[src/arx_regs.vh]
`ifndef ARX_REGS_VH
`define ARX_REGS_VH

// Register offsets on the host register port (byte addresses)
`define ARX_OFS_USER_OVF    12'h110
`define ARX_OFS_RAW_STATE   12'h130
`define ARX_OFS_REPLY_FIFO  12'h134
`define ARX_OFS_REPLY_CODE  12'h138
`define ARX_OFS_REPLY_CNT   12'h13C
`define ARX_OFS_IRQ_STATUS  12'h140
`define ARX_OFS_IRQ_MASK    12'h144
`define ARX_OFS_HPD_DUR     12'h150

// Interrupt status and mask bit positions
`define ARX_ST_EXT_PKT      5
`define ARX_ST_HPD_PULSE    4
`define ARX_ST_TIMEOUT      3
`define ARX_ST_REPLY        2
`define ARX_ST_HPD_CHANGE   1
`define ARX_ST_HOT_PLUG_IRQ_PULSE      0

// Raw state bit positions
`define ARX_RAW_TIMEOUT     3
`define ARX_RAW_REPLY       2
`define ARX_RAW_REQUEST     1
`define ARX_RAW_HPD         0

// Reset values
`define ARX_MASK_RST        6'h3F
`define ARX_STATUS_RST      6'h00
`define ARX_COUNT_RST       8'h00

// Timing
`define ARX_CLK_NS          4
`define ARX_US_NS           1000
`define ARX_US_CYC          (`ARX_US_NS / `ARX_CLK_NS)
`define ARX_HPD_LOSS_US     2000
`define ARX_HPD_LOSS_CYC    (`ARX_HPD_LOSS_US * `ARX_US_CYC)
`define ARX_IRQ_MIN_US      500
`define ARX_IRQ_MAX_US      1000

// Reply FIFO
`define ARX_FIFO_DEPTH      16

`endif

[src/arx_aux_reply_irq_status.v]
`timescale 1ns/1ns
`default_nettype none
`include "arx_regs.vh"

module arx_aux_reply_irq_status #(
    parameter HPD_LOSS_CYC = `ARX_HPD_LOSS_CYC
) (
    // Clock and reset
    input  wire         CORE_CLK_I,
    input  wire         RST_N_I,
    // Host register port
    input  wire [11:0]  REG_ADDR_I,
    input  wire         REG_WR_I,
    input  wire [31:0]  REG_WDATA_I,
    input  wire         REG_RD_I,
    output reg  [31:0]  REG_RDATA_O,
    output reg          REG_RVALID_O,
    // AUX request controller
    input  wire         AUX_REQ_START_I,
    input  wire [3:0]   AUX_REQ_LEN_I,
    input  wire         AUX_REQ_ACTIVE_I,
    // AUX reply detector
    input  wire         AUX_REPLY_ACTIVE_I,
    input  wire         AUX_REPLY_BYTE_VLD_I,
    input  wire [7:0]   AUX_REPLY_BYTE_I,
    input  wire         AUX_REPLY_DONE_I,
    input  wire [3:0]   AUX_REPLY_CODE_I,
    input  wire         AUX_REPLY_TIMEOUT_I,
    // Video and packet path
    input  wire         USER_FIFO_OVF_I,
    input  wire         EXTENDED_PACKET_SENT_I,
    // Hot-plug line
    input  wire         HOT_PLUG_I,
    // Interrupt
    output reg          IRQ_O
);
    // Address decode
    wire        sel_ovf;
    wire        sel_raw;
    wire        sel_fifo;
    wire        sel_code;
    wire        sel_cnt;
    wire        sel_stat;
    wire        sel_mask;
    wire        sel_dur;

    // Register state
    reg         overflow_q;
    reg  [3:0]  reply_code_q;
    reg  [7:0]  reply_cnt_q;
    reg  [5:0]  status_q;
    reg  [5:0]  status_d;
    reg  [5:0]  mask_q;
    reg         timeout_last_q;
    reg  [4:0]  target_q;
    reg  [4:0]  filled_q;
    reg         padding_q;
    reg  [31:0] rdata_d;

    // Reply FIFO hookup
    wire        fifo_push;
    wire [7:0]  fifo_push_data;
    wire        fifo_pop;
    wire [7:0]  fifo_head;
    wire        room_left;
    wire        pad_push;
    wire        byte_push;

    // Hot-plug monitor hookup
    wire        hot_plug_change;
    wire        hot_plug_pulse_seen;
    wire        hot_plug_irq_pulse;
    wire [15:0] hot_plug_duration;

    // Events feeding the status register
    wire        timeout_rise;
    wire [5:0]  status_set;
    wire        status_clear;
    wire [3:0]  raw_state;

    assign sel_ovf  = (REG_ADDR_I == `ARX_OFS_USER_OVF);
    assign sel_raw  = (REG_ADDR_I == `ARX_OFS_RAW_STATE);
    assign sel_fifo = (REG_ADDR_I == `ARX_OFS_REPLY_FIFO);
    assign sel_code = (REG_ADDR_I == `ARX_OFS_REPLY_CODE);
    assign sel_cnt  = (REG_ADDR_I == `ARX_OFS_REPLY_CNT);
    assign sel_stat = (REG_ADDR_I == `ARX_OFS_IRQ_STATUS);
    assign sel_mask = (REG_ADDR_I == `ARX_OFS_IRQ_MASK);
    assign sel_dur  = (REG_ADDR_I == `ARX_OFS_HPD_DUR);

    // Live levels, never latched
    assign raw_state[`ARX_RAW_TIMEOUT] = AUX_REPLY_TIMEOUT_I;
    assign raw_state[`ARX_RAW_REPLY]   = AUX_REPLY_ACTIVE_I;
    assign raw_state[`ARX_RAW_REQUEST] = AUX_REQ_ACTIVE_I;
    assign raw_state[`ARX_RAW_HPD]     = HOT_PLUG_I;

    arx_hpd_mon #(
        .LOSS_CYC (HPD_LOSS_CYC)
    ) u_hpd (
        .clk_i                 (CORE_CLK_I),
        .rst_n_i               (RST_N_I),
        .hot_plug_level_i      (HOT_PLUG_I),
        .hot_plug_change_o     (hot_plug_change),
        .hot_plug_pulse_seen_o (hot_plug_pulse_seen),
        .hot_plug_irq_pulse_o  (hot_plug_irq_pulse),
        .duration_o            (hot_plug_duration)
    );

    // Reply FIFO fill: bytes beyond the requested length are dropped, and
    // a short reply is padded with zeros so the host always finds exactly
    // the requested number of bytes.
    assign room_left      = (filled_q != target_q);
    assign byte_push      = AUX_REPLY_BYTE_VLD_I & room_left &
                            ~padding_q;
    assign pad_push       = padding_q & room_left;
    assign fifo_push      = (byte_push | pad_push) & ~AUX_REQ_START_I;
    assign fifo_push_data = pad_push ? 8'h00 : AUX_REPLY_BYTE_I;
    assign fifo_pop       = REG_RD_I & sel_fifo;

    arx_reply_fifo u_fifo (
        .clk_i       (CORE_CLK_I),
        .rst_n_i     (RST_N_I),
        .flush_i     (AUX_REQ_START_I),
        .push_i      (fifo_push),
        .push_data_i (fifo_push_data),
        .pop_i       (fifo_pop),
        .head_o      (fifo_head),
        .count_o     ()
    );

    always @(posedge CORE_CLK_I) begin
        if (!RST_N_I) begin
            target_q  <= 5'h00;
            filled_q  <= 5'h00;
            padding_q <= 1'b0;
        end else if (AUX_REQ_START_I) begin
            // Length field holds count minus one
            target_q  <= {1'b0, AUX_REQ_LEN_I} + 5'h01;
            filled_q  <= 5'h00;
            padding_q <= 1'b0;
        end else begin
            if (fifo_push) begin
                filled_q <= filled_q + 5'h01;
            end
            if (AUX_REPLY_DONE_I) begin
                padding_q <= 1'b1;
            end else if (!room_left || (pad_push && filled_q == target_q -
                                                    5'h01)) begin
                padding_q <= 1'b0;
            end
        end
    end

    // Timeout is an event on its rising edge; the level shows in raw state
    assign timeout_rise = AUX_REPLY_TIMEOUT_I & ~timeout_last_q;

    assign status_set[`ARX_ST_EXT_PKT]    = EXTENDED_PACKET_SENT_I;
    assign status_set[`ARX_ST_HPD_PULSE]  = hot_plug_pulse_seen;
    assign status_set[`ARX_ST_TIMEOUT]    = timeout_rise;
    assign status_set[`ARX_ST_REPLY]      = AUX_REPLY_DONE_I;
    assign status_set[`ARX_ST_HPD_CHANGE] = hot_plug_change;
    assign status_set[`ARX_ST_HOT_PLUG_IRQ_PULSE]    = hot_plug_irq_pulse;

    // Write is illegal but treated as a clear, same as a read
    assign status_clear = sel_stat & (REG_RD_I | REG_WR_I);

    // Clear first, then set, so an event in the clearing cycle survives
    always @* begin
        status_d = status_q;
        if (status_clear) begin
            status_d = `ARX_STATUS_RST;
        end
        // Mask does not touch latching
        status_d = status_d | status_set;
    end

    always @(posedge CORE_CLK_I) begin
        if (!RST_N_I) begin
            overflow_q     <= 1'b0;
            reply_code_q   <= 4'h0;
            reply_cnt_q    <= `ARX_COUNT_RST;
            status_q       <= `ARX_STATUS_RST;
            mask_q         <= `ARX_MASK_RST;
            timeout_last_q <= 1'b0;
            IRQ_O          <= 1'b0;
        end else begin
            timeout_last_q <= AUX_REPLY_TIMEOUT_I;
            status_q       <= status_d;
            // Overflow: new event beats the read that clears it
            if (USER_FIFO_OVF_I) begin
                overflow_q <= 1'b1;
            end else if (REG_RD_I && sel_ovf) begin
                overflow_q <= 1'b0;
            end
            // Code only records; no retry is ever launched from here
            if (AUX_REPLY_DONE_I) begin
                reply_code_q <= AUX_REPLY_CODE_I;
            end
            if (REG_WR_I && sel_cnt) begin
                reply_cnt_q <= AUX_REPLY_DONE_I ? 8'h01
                                                : `ARX_COUNT_RST;
            end else if (AUX_REPLY_DONE_I) begin
                reply_cnt_q <= reply_cnt_q + 8'h01;
            end
            if (REG_WR_I && sel_mask) begin
                mask_q <= REG_WDATA_I[5:0];
            end
            // Registered, so the line follows status one cycle later
            IRQ_O <= |(status_q & ~mask_q);
        end
    end

    // Read data mux; unmapped addresses read zero
    always @* begin
        rdata_d = 32'h0000_0000;
        case (1'b1)
            sel_ovf: begin
                rdata_d[0] = overflow_q;
            end
            sel_raw: begin
                rdata_d[3:0] = raw_state;
            end
            sel_fifo: begin
                rdata_d[7:0] = fifo_head;
            end
            sel_code: begin
                rdata_d[3:0] = reply_code_q;
            end
            sel_cnt: begin
                rdata_d[7:0] = reply_cnt_q;
            end
            sel_stat: begin
                rdata_d[5:0] = status_q;
            end
            sel_mask: begin
                rdata_d[5:0] = mask_q;
            end
            sel_dur: begin
                rdata_d[15:0] = hot_plug_duration;
            end
            default: begin
                rdata_d = 32'h0000_0000;
            end
        endcase
    end

    always @(posedge CORE_CLK_I) begin
        if (!RST_N_I) begin
            REG_RDATA_O  <= 32'h0000_0000;
            REG_RVALID_O <= 1'b0;
        end else begin
            REG_RVALID_O <= REG_RD_I;
            if (REG_RD_I) begin
                REG_RDATA_O <= rdata_d;
            end
        end
    end

endmodule
`default_nettype wire

[src/arx_reply_fifo.v]
`timescale 1ns/1ns
`default_nettype none
`include "arx_regs.vh"

module arx_reply_fifo (
    input  wire         clk_i,
    input  wire         rst_n_i,
    // Control
    input  wire         flush_i,
    input  wire         push_i,
    input  wire [7:0]   push_data_i,
    input  wire         pop_i,
    // State
    output wire [7:0]   head_o,
    output wire [4:0]   count_o
);
    reg  [7:0] mem_q [0:`ARX_FIFO_DEPTH-1];
    reg  [3:0] wr_ptr_q;
    reg  [3:0] rd_ptr_q;
    reg  [4:0] count_q;
    wire       empty;
    wire       full;
    wire       do_push;
    wire       do_pop;

    assign empty   = (count_q == 5'h00);
    assign full    = (count_q == 5'h10);
    assign do_push = push_i & ~full;
    assign do_pop  = pop_i & ~empty;
    // Empty FIFO reads as zero
    assign head_o  = empty ? 8'h00 : mem_q[rd_ptr_q];
    assign count_o = count_q;

    always @(posedge clk_i) begin
        if (do_push) begin
            mem_q[wr_ptr_q] <= push_data_i;
        end
    end

    always @(posedge clk_i) begin
        if (!rst_n_i || flush_i) begin
            wr_ptr_q <= 4'h0;
            rd_ptr_q <= 4'h0;
            count_q  <= 5'h00;
        end else begin
            if (do_push) begin
                wr_ptr_q <= wr_ptr_q + 4'h1;
            end
            if (do_pop) begin
                rd_ptr_q <= rd_ptr_q + 4'h1;
            end
            if (do_push && !do_pop) begin
                count_q <= count_q + 5'h01;
            end else if (do_pop && !do_push) begin
                count_q <= count_q - 5'h01;
            end
        end
    end
endmodule
`default_nettype wire

[src/arx_hpd_mon.v]
`timescale 1ns/1ns
`default_nettype none
`include "arx_regs.vh"

module arx_hpd_mon #(
    parameter LOSS_CYC = `ARX_HPD_LOSS_CYC
) (
    input  wire         clk_i,
    input  wire         rst_n_i,
    input  wire         hot_plug_level_i,
    // One-cycle events
    output reg          hot_plug_change_o,
    output reg          hot_plug_pulse_seen_o,
    output reg          hot_plug_irq_pulse_o,
    // Last pulse width in microseconds
    output reg  [15:0]  duration_o
);
    localparam [31:0] US_LAST_W = `ARX_US_CYC - 1;
    localparam [31:0] IRQ_MIN_W = `ARX_IRQ_MIN_US;
    localparam [31:0] IRQ_MAX_W = `ARX_IRQ_MAX_US;
    localparam [7:0]  US_LAST   = US_LAST_W[7:0];
    localparam [31:0] LOSS_LAST = LOSS_CYC - 1;
    localparam [15:0] IRQ_MIN   = IRQ_MIN_W[15:0];
    localparam [15:0] IRQ_MAX   = IRQ_MAX_W[15:0];

    reg         level_q;
    reg         present_q;
    reg  [31:0] low_cyc_q;
    reg  [7:0]  sub_q;
    reg  [15:0] us_q;
    wire        rise;

    assign rise = hot_plug_level_i & ~level_q;

    always @(posedge clk_i) begin
        if (!rst_n_i) begin
            level_q               <= 1'b0;
            present_q             <= 1'b0;
            low_cyc_q             <= 32'h0000_0000;
            sub_q                 <= 8'h00;
            us_q                  <= 16'h0000;
            hot_plug_change_o     <= 1'b0;
            hot_plug_pulse_seen_o <= 1'b0;
            hot_plug_irq_pulse_o  <= 1'b0;
            duration_o            <= 16'h0000;
        end else begin
            level_q               <= hot_plug_level_i;
            hot_plug_change_o     <= 1'b0;
            hot_plug_pulse_seen_o <= 1'b0;
            hot_plug_irq_pulse_o  <= 1'b0;
            if (hot_plug_level_i) begin
                low_cyc_q <= 32'h0000_0000;
                sub_q     <= 8'h00;
                us_q      <= 16'h0000;
            end else begin
                // Width counters low_cyc_q and us_q saturate rather than wrap; sub_q wraps each microsecond
                if (low_cyc_q != LOSS_LAST) begin
                    low_cyc_q <= low_cyc_q + 32'h0000_0001;
                end
                if (sub_q == US_LAST) begin
                    sub_q <= 8'h00;
                    if (us_q != 16'hFFFF) begin
                        us_q <= us_q + 16'h0001;
                    end
                end else begin
                    sub_q <= sub_q + 8'h01;
                end
            end
            if (rise && !present_q) begin
                // Presence is reported at once
                present_q         <= 1'b1;
                hot_plug_change_o <= 1'b1;
            end else if (rise) begin
                hot_plug_pulse_seen_o <= 1'b1;
                duration_o            <= us_q;
                if (us_q >= IRQ_MIN && us_q <= IRQ_MAX) begin
                    hot_plug_irq_pulse_o <= 1'b1;
                end
            end else if (!hot_plug_level_i && present_q &&
                         low_cyc_q == LOSS_LAST) begin
                // Low for the full loss time counts as unplug
                present_q         <= 1'b0;
                hot_plug_change_o <= 1'b1;
            end
        end
    end
endmodule
`default_nettype wire

[config.mk]
export PLATFORM = sky130hd
export DESIGN_NAME = arx_aux_reply_irq_status
export DESIGN_NICKNAME = d
export VERILOG_FILES = /design/src/arx_aux_reply_irq_status.v /design/src/arx_reply_fifo.v /design/src/arx_hpd_mon.v
export VERILOG_INCLUDE_DIRS = /design/src
export SDC_FILE = /design/constraint.sdc
export NUM_CORES = 1
export LEC_CHECK = 0
export ABC_AREA = 1
export BUFFER_PORTS_ARGS = -buffer_cell sky130_fd_sc_hd__buf_2
export CORE_ASPECT_RATIO = 2
export CORE_MARGIN = 2
export CORE_UTILIZATION = 55
export DETAILED_ROUTE_END_ITERATION = 7
export PLACE_DENSITY = 0.74
export RECOVER_POWER = 25
export REMOVE_ABC_BUFFERS = 1
export SETUP_SLACK_MARGIN = 0.5
export SYNTH_ARGS = -nofsm -noshare
export SYNTH_HDL_FRONTEND = slang
export SYNTH_HIERARCHICAL = 1
export SYNTH_SLANG_ARGS = --single-unit
[constraint.sdc]
create_clock -name CORE_CLK_I -period 3.4 [get_ports CORE_CLK_I]
set_input_delay 0.68 -clock CORE_CLK_I [delete_from_list [all_inputs] [get_ports CORE_CLK_I]]
set_output_delay 0.68 -clock CORE_CLK_I [all_outputs]
set_load 0.01 [all_outputs]
==> qor.csv <==
stage;metric;value;unit
floorplanning;initial_util;55.63;%
synthesis;fraction_of_synthesized_cell_area_taken_by_the_top_area_cell_type;29.13;%
routing;postRouteWirelength;31790;um
setup_path;slowest_delay;0.35;ns
pwr;total_power;6774;uW
synthesis;yosys.area_share.adder;1.858;%
synthesis;synth.cell_area;13200;sq um
hold_path;worstHoldStart;REG_WDATA_I[3];
global_route;grt_pass1_vias;10810;
place;number_of_port_buffers;64;
finish;final_layout_size_suffix_gt1_share;10.08;%
finish;number_of_cells_in_the_finished_layout_apart_from_fillers;1995;
clocking;cts_tree;built;
run_status;outcome;completed;
finish;area_growth_syn_to_layout;10.25;%
hold_path;hp-class;primary input to flop;
routing;num_vias;10880;
clocking;cts_inserted_buffers;24;
setup_path;timing.critical_path.slowest_stage_cell;dfxtp_1;
synthesis;ffs_w_async_s_r_synth;0;%
timing;fin_crit_sh;80.63;%
pwr;vdd_drop_max;0.4135;mV
synthesis;synth_top_area_cell;edfxtp_1;
setup_path;critical_path_arrival;3.19;ns
setup_path;critical_path.startpoint_type;flop;
setup_path;rr_endpoint;u_fifo/count_o[4];
global_route;global_route.overflow_total;0;
clocking;cts.root.buffer_cell;clkbuf_16;
setup_path;worst_r2r_path_depth;15;
timing;max_freq;0.3648;GHz
timing;setup_repair_after_global_routing_missed_its_margin;no;
routing;detail_route.drc_violations;0;
setup_path;critPathRequiredTime;3.85;ns
setup_path;critical_path.max_fanout;6;
timing;drv_slew;0;
setup_path;path_class;flop to flop;
pwr;power_leakage;0.005534;uW
synthesis;syn-instance-count;1622;
setup_path;critPathLaunch;filled_q[2];
global_route;antenna_violations_before_repair;1;
clocking;cts.htree.levels;1;
synthesis;synth.distinct_cells;49;
routing;drt_pre_antenna_iters;5;
routing;routed_via_density;5.453;
timing;setup-violations-final;0;
synthesis;yosys_warnings;6;
setup_path;worstPathCellList;xnor2_2, nand3_1, o21ai_4, inv_1, nand2_2, inv_1, ha_1, inv_1, ha_1, or2_2, nand2_1, nand2b_1, nand2_1, nand2_1, a21oi_1;
synthesis;synth-compound-area-share;7.187;%
finish;postLayoutCoreUtil;61.33;%
finish;multi_input_area;5494;sq um
clocking;cts-hold-fix-buffers;0;
floorplanning;die_area;25320;sq um
timing;period_minus_slack;2.741;ns
floorplanning;num_rows;80;
finish;final.fill_count;2079;
timing;totalNegativeSetupSlack;0;ns
timing;slew-limit-headroom;21.35;%
synthesis;post_synth_xor_area_fraction;1.991;%
hold_path;holdPathStages;3;
synthesis;synth.mux.area_fraction;0;%
place;placed_instances;1949;
clocking;cts.sinks;277;
clocking;clockBufferDepth;3;
routing;drtAntennaViolNets;0;
timing;timing.clock.skew;0.01432;ns
synthesis;yosys.cell_count.top_type;nand2_1;
synthesis;synth_top_cells_by_count;473 x nand2_1, 187 x nand3_1, 176 x nor2_1;
routing;avgRoutedWirePerCell;15.93;um
setup_path;reg2reg_slack;0.66;ns
floorplanning;top_level_ports;107;
clocking;clk_slew_on_worst_s_h_paths;0.07;ns
setup_path;timing.rr.start;filled_q[2];
run;max_cap_viol_count;0;
global_route;grt_max_degree;65;
setup_path;cp-end-kind;flop;
place;place.gp.congestion;0.9589;
synthesis;ys_dominant_reg_cell;dfxtp_1;
global_route;grt_first_pass_wirelength;51210;um
floorplanning;die_h;223.1;um
synthesis;post_synth_and_or_nand_nor_area_fraction;30.05;%
synthesis;synth-edff-count;128;
timing;worst_pin_slew;1.178;ns
place;detailed_place_hpwl;23410;um
synthesis;combinational_family_with_the_most_area_after_synthesis;simple AND/OR/NAND/NOR gates;
clocking;clock_insertion_delay_worst_skew;0.53;ns
timing;number_of_endpoints_with_negative_hold_slack_in_the_final_report;0;
synthesis;synth.yosys.seq_area_share;51.73;%
floorplanning;die_width;113.5;um
global_route;total_global_routing_track_utilization;25.32;%
floorplanning;core_region_area;23720;sq um
finish;seq_area;6829;sq um
synthesis;ys_ff_latch;277;
pwr;cell_pwr_density;465.6;nW/um^2
routing;initialDrtViolationCount;640;
hold_path;sink_of_the_worst_hold_path;mask_q[3];
synthesis;synth.area.top_cells;edfxtp_1 29%, dfxtp_1 23%, nand2_1 13%;
finish;fin_nets;1781;
synthesis;avgSynthCellArea;8.136;sq um
where the power goes:
group / internal [uW] / total [uW] / switching (uW)
clock network: 1650 / 2880 / 1230
registers: 3530 / 3550 / 23.3
logic: 104 / 349 / 246
total: 5280 / 6770 / 1500
area by class of cell:
type / instances / area share [%]
Clock inverter: 9 / 0.6536
Tap cell: 287 / 2.468
Sequential cell: 277 / 46.94
Timing Repair Buffer: 87 / 3.259
Clock buffer: 35 / 5.212
Inverter: 143 / 3.689
Multi-Input combinational cell: 1156 / 37.76
Antenna cell: 1 / 0.01720
layout by cell type (no fill, tap or decap), types with 4 or more instances in the layout:
cell	instances
nor3_1	16
xnor2_1	8
inv_2	10
edfxtp_1	128
ha_1	18
buf_4	19
nor2_4	6
conb_1	16
clkinv_1	4
dfxtp_1	147
buf_2	48
clkbuf_1	22
clkbuf_16	28
o211ai_1	6
nand2_1	474
a21oi_1	100
or2_1	4
nand2_2	9
nor2_2	12
o21ai_0	33
nand3b_1	4
nor3b_1	4
nand3_1	187
nand4_1	17
inv_1	129
o21ai_1	7
nor2_1	177
xor2_1	20
a21oi_2	11
timing repair:
| item | CTS | global route |
|---|---|---|
| setup buffers | 0 | 1 |
| resized for setup | 0 | 4 |
| setup endpoints to repair | 0 | 4 |
metrics by stage:
step / hold WS [ns] / cell area [sq um] / worst slack, ns
detailed placement: 0.4315 / 13710 / 0.3702
global placement: 0.4152 / 13710 / 0.4482
floorplan: 0.3988 / 12840 / 0.4412
global route: 0.3572 / 14550 / 0.4852
finish: 0.3474 / 14550 / 0.6587
CTS: 0.3343 / 14560 / 0.5014
registers in the layout, indices dropped and copies added (netlist names), 6 cells and up, named ones only:
register and count:
u_hpd/low_cyc_q 32, u_hpd/sub_q 8, status_q 6, reply_cnt_q 8
mask_q 6, u_hpd/us_q 16, u_hpd/duration_o 16, REG_RDATA_O 16
u_fifo/mem_q 128
logic make-up (layout without fill, tap and decap cells):
| kind of cell | Yosys count | count (layout) |
|---|---|---|
| other | 1 | 17 |
| adder cells (fa/ha/maj) | 19 | 19 |
| AO/OA/AOI/OAI | 170 | 170 |
| buffers and inverters | 204 | 274 |
| XOR/XNOR | 30 | 30 |
| flip-flops | 277 | 277 |
| AND/OR/NAND/NOR | 921 | 921 |
worst max-delay path, delay by kind of cell (launching register included):
family / cells / cell delay, ns
buf+inv: 3 / 0.35
fa+ha+maj: 2 / 0.51
xor+xnor: 1 / 0.26
compound gates: 2 / 0.36
flops: 1 / 0.35
simple gates: 7 / 0.83
per-layer routing:
metal	wire (um)	GRT usage, %	vias up
li1	-	-	5421
met1	11050	24.99	5013
met2	17570	49.02	330
met3	1353	2.880	115
met4	1812	15.18	0
met5	0	0	-
how the worst max path moves through the flow:
stage	slack (ns)	cells after the start	endpoint
after floorplan	0.44	13	REG_RDATA_O[2]
after global placement	0.45	15	u_fifo/count_o[3]
after detailed placement	0.37	16	u_fifo/count_o[4]
after CTS	0.50	15	u_fifo/count_o[4]
after global routing	0.49	14	u_fifo/count_o[3]
final	0.66	15	u_fifo/count_o[4]
Note: power is estimated with default switching activity, not from simulation.
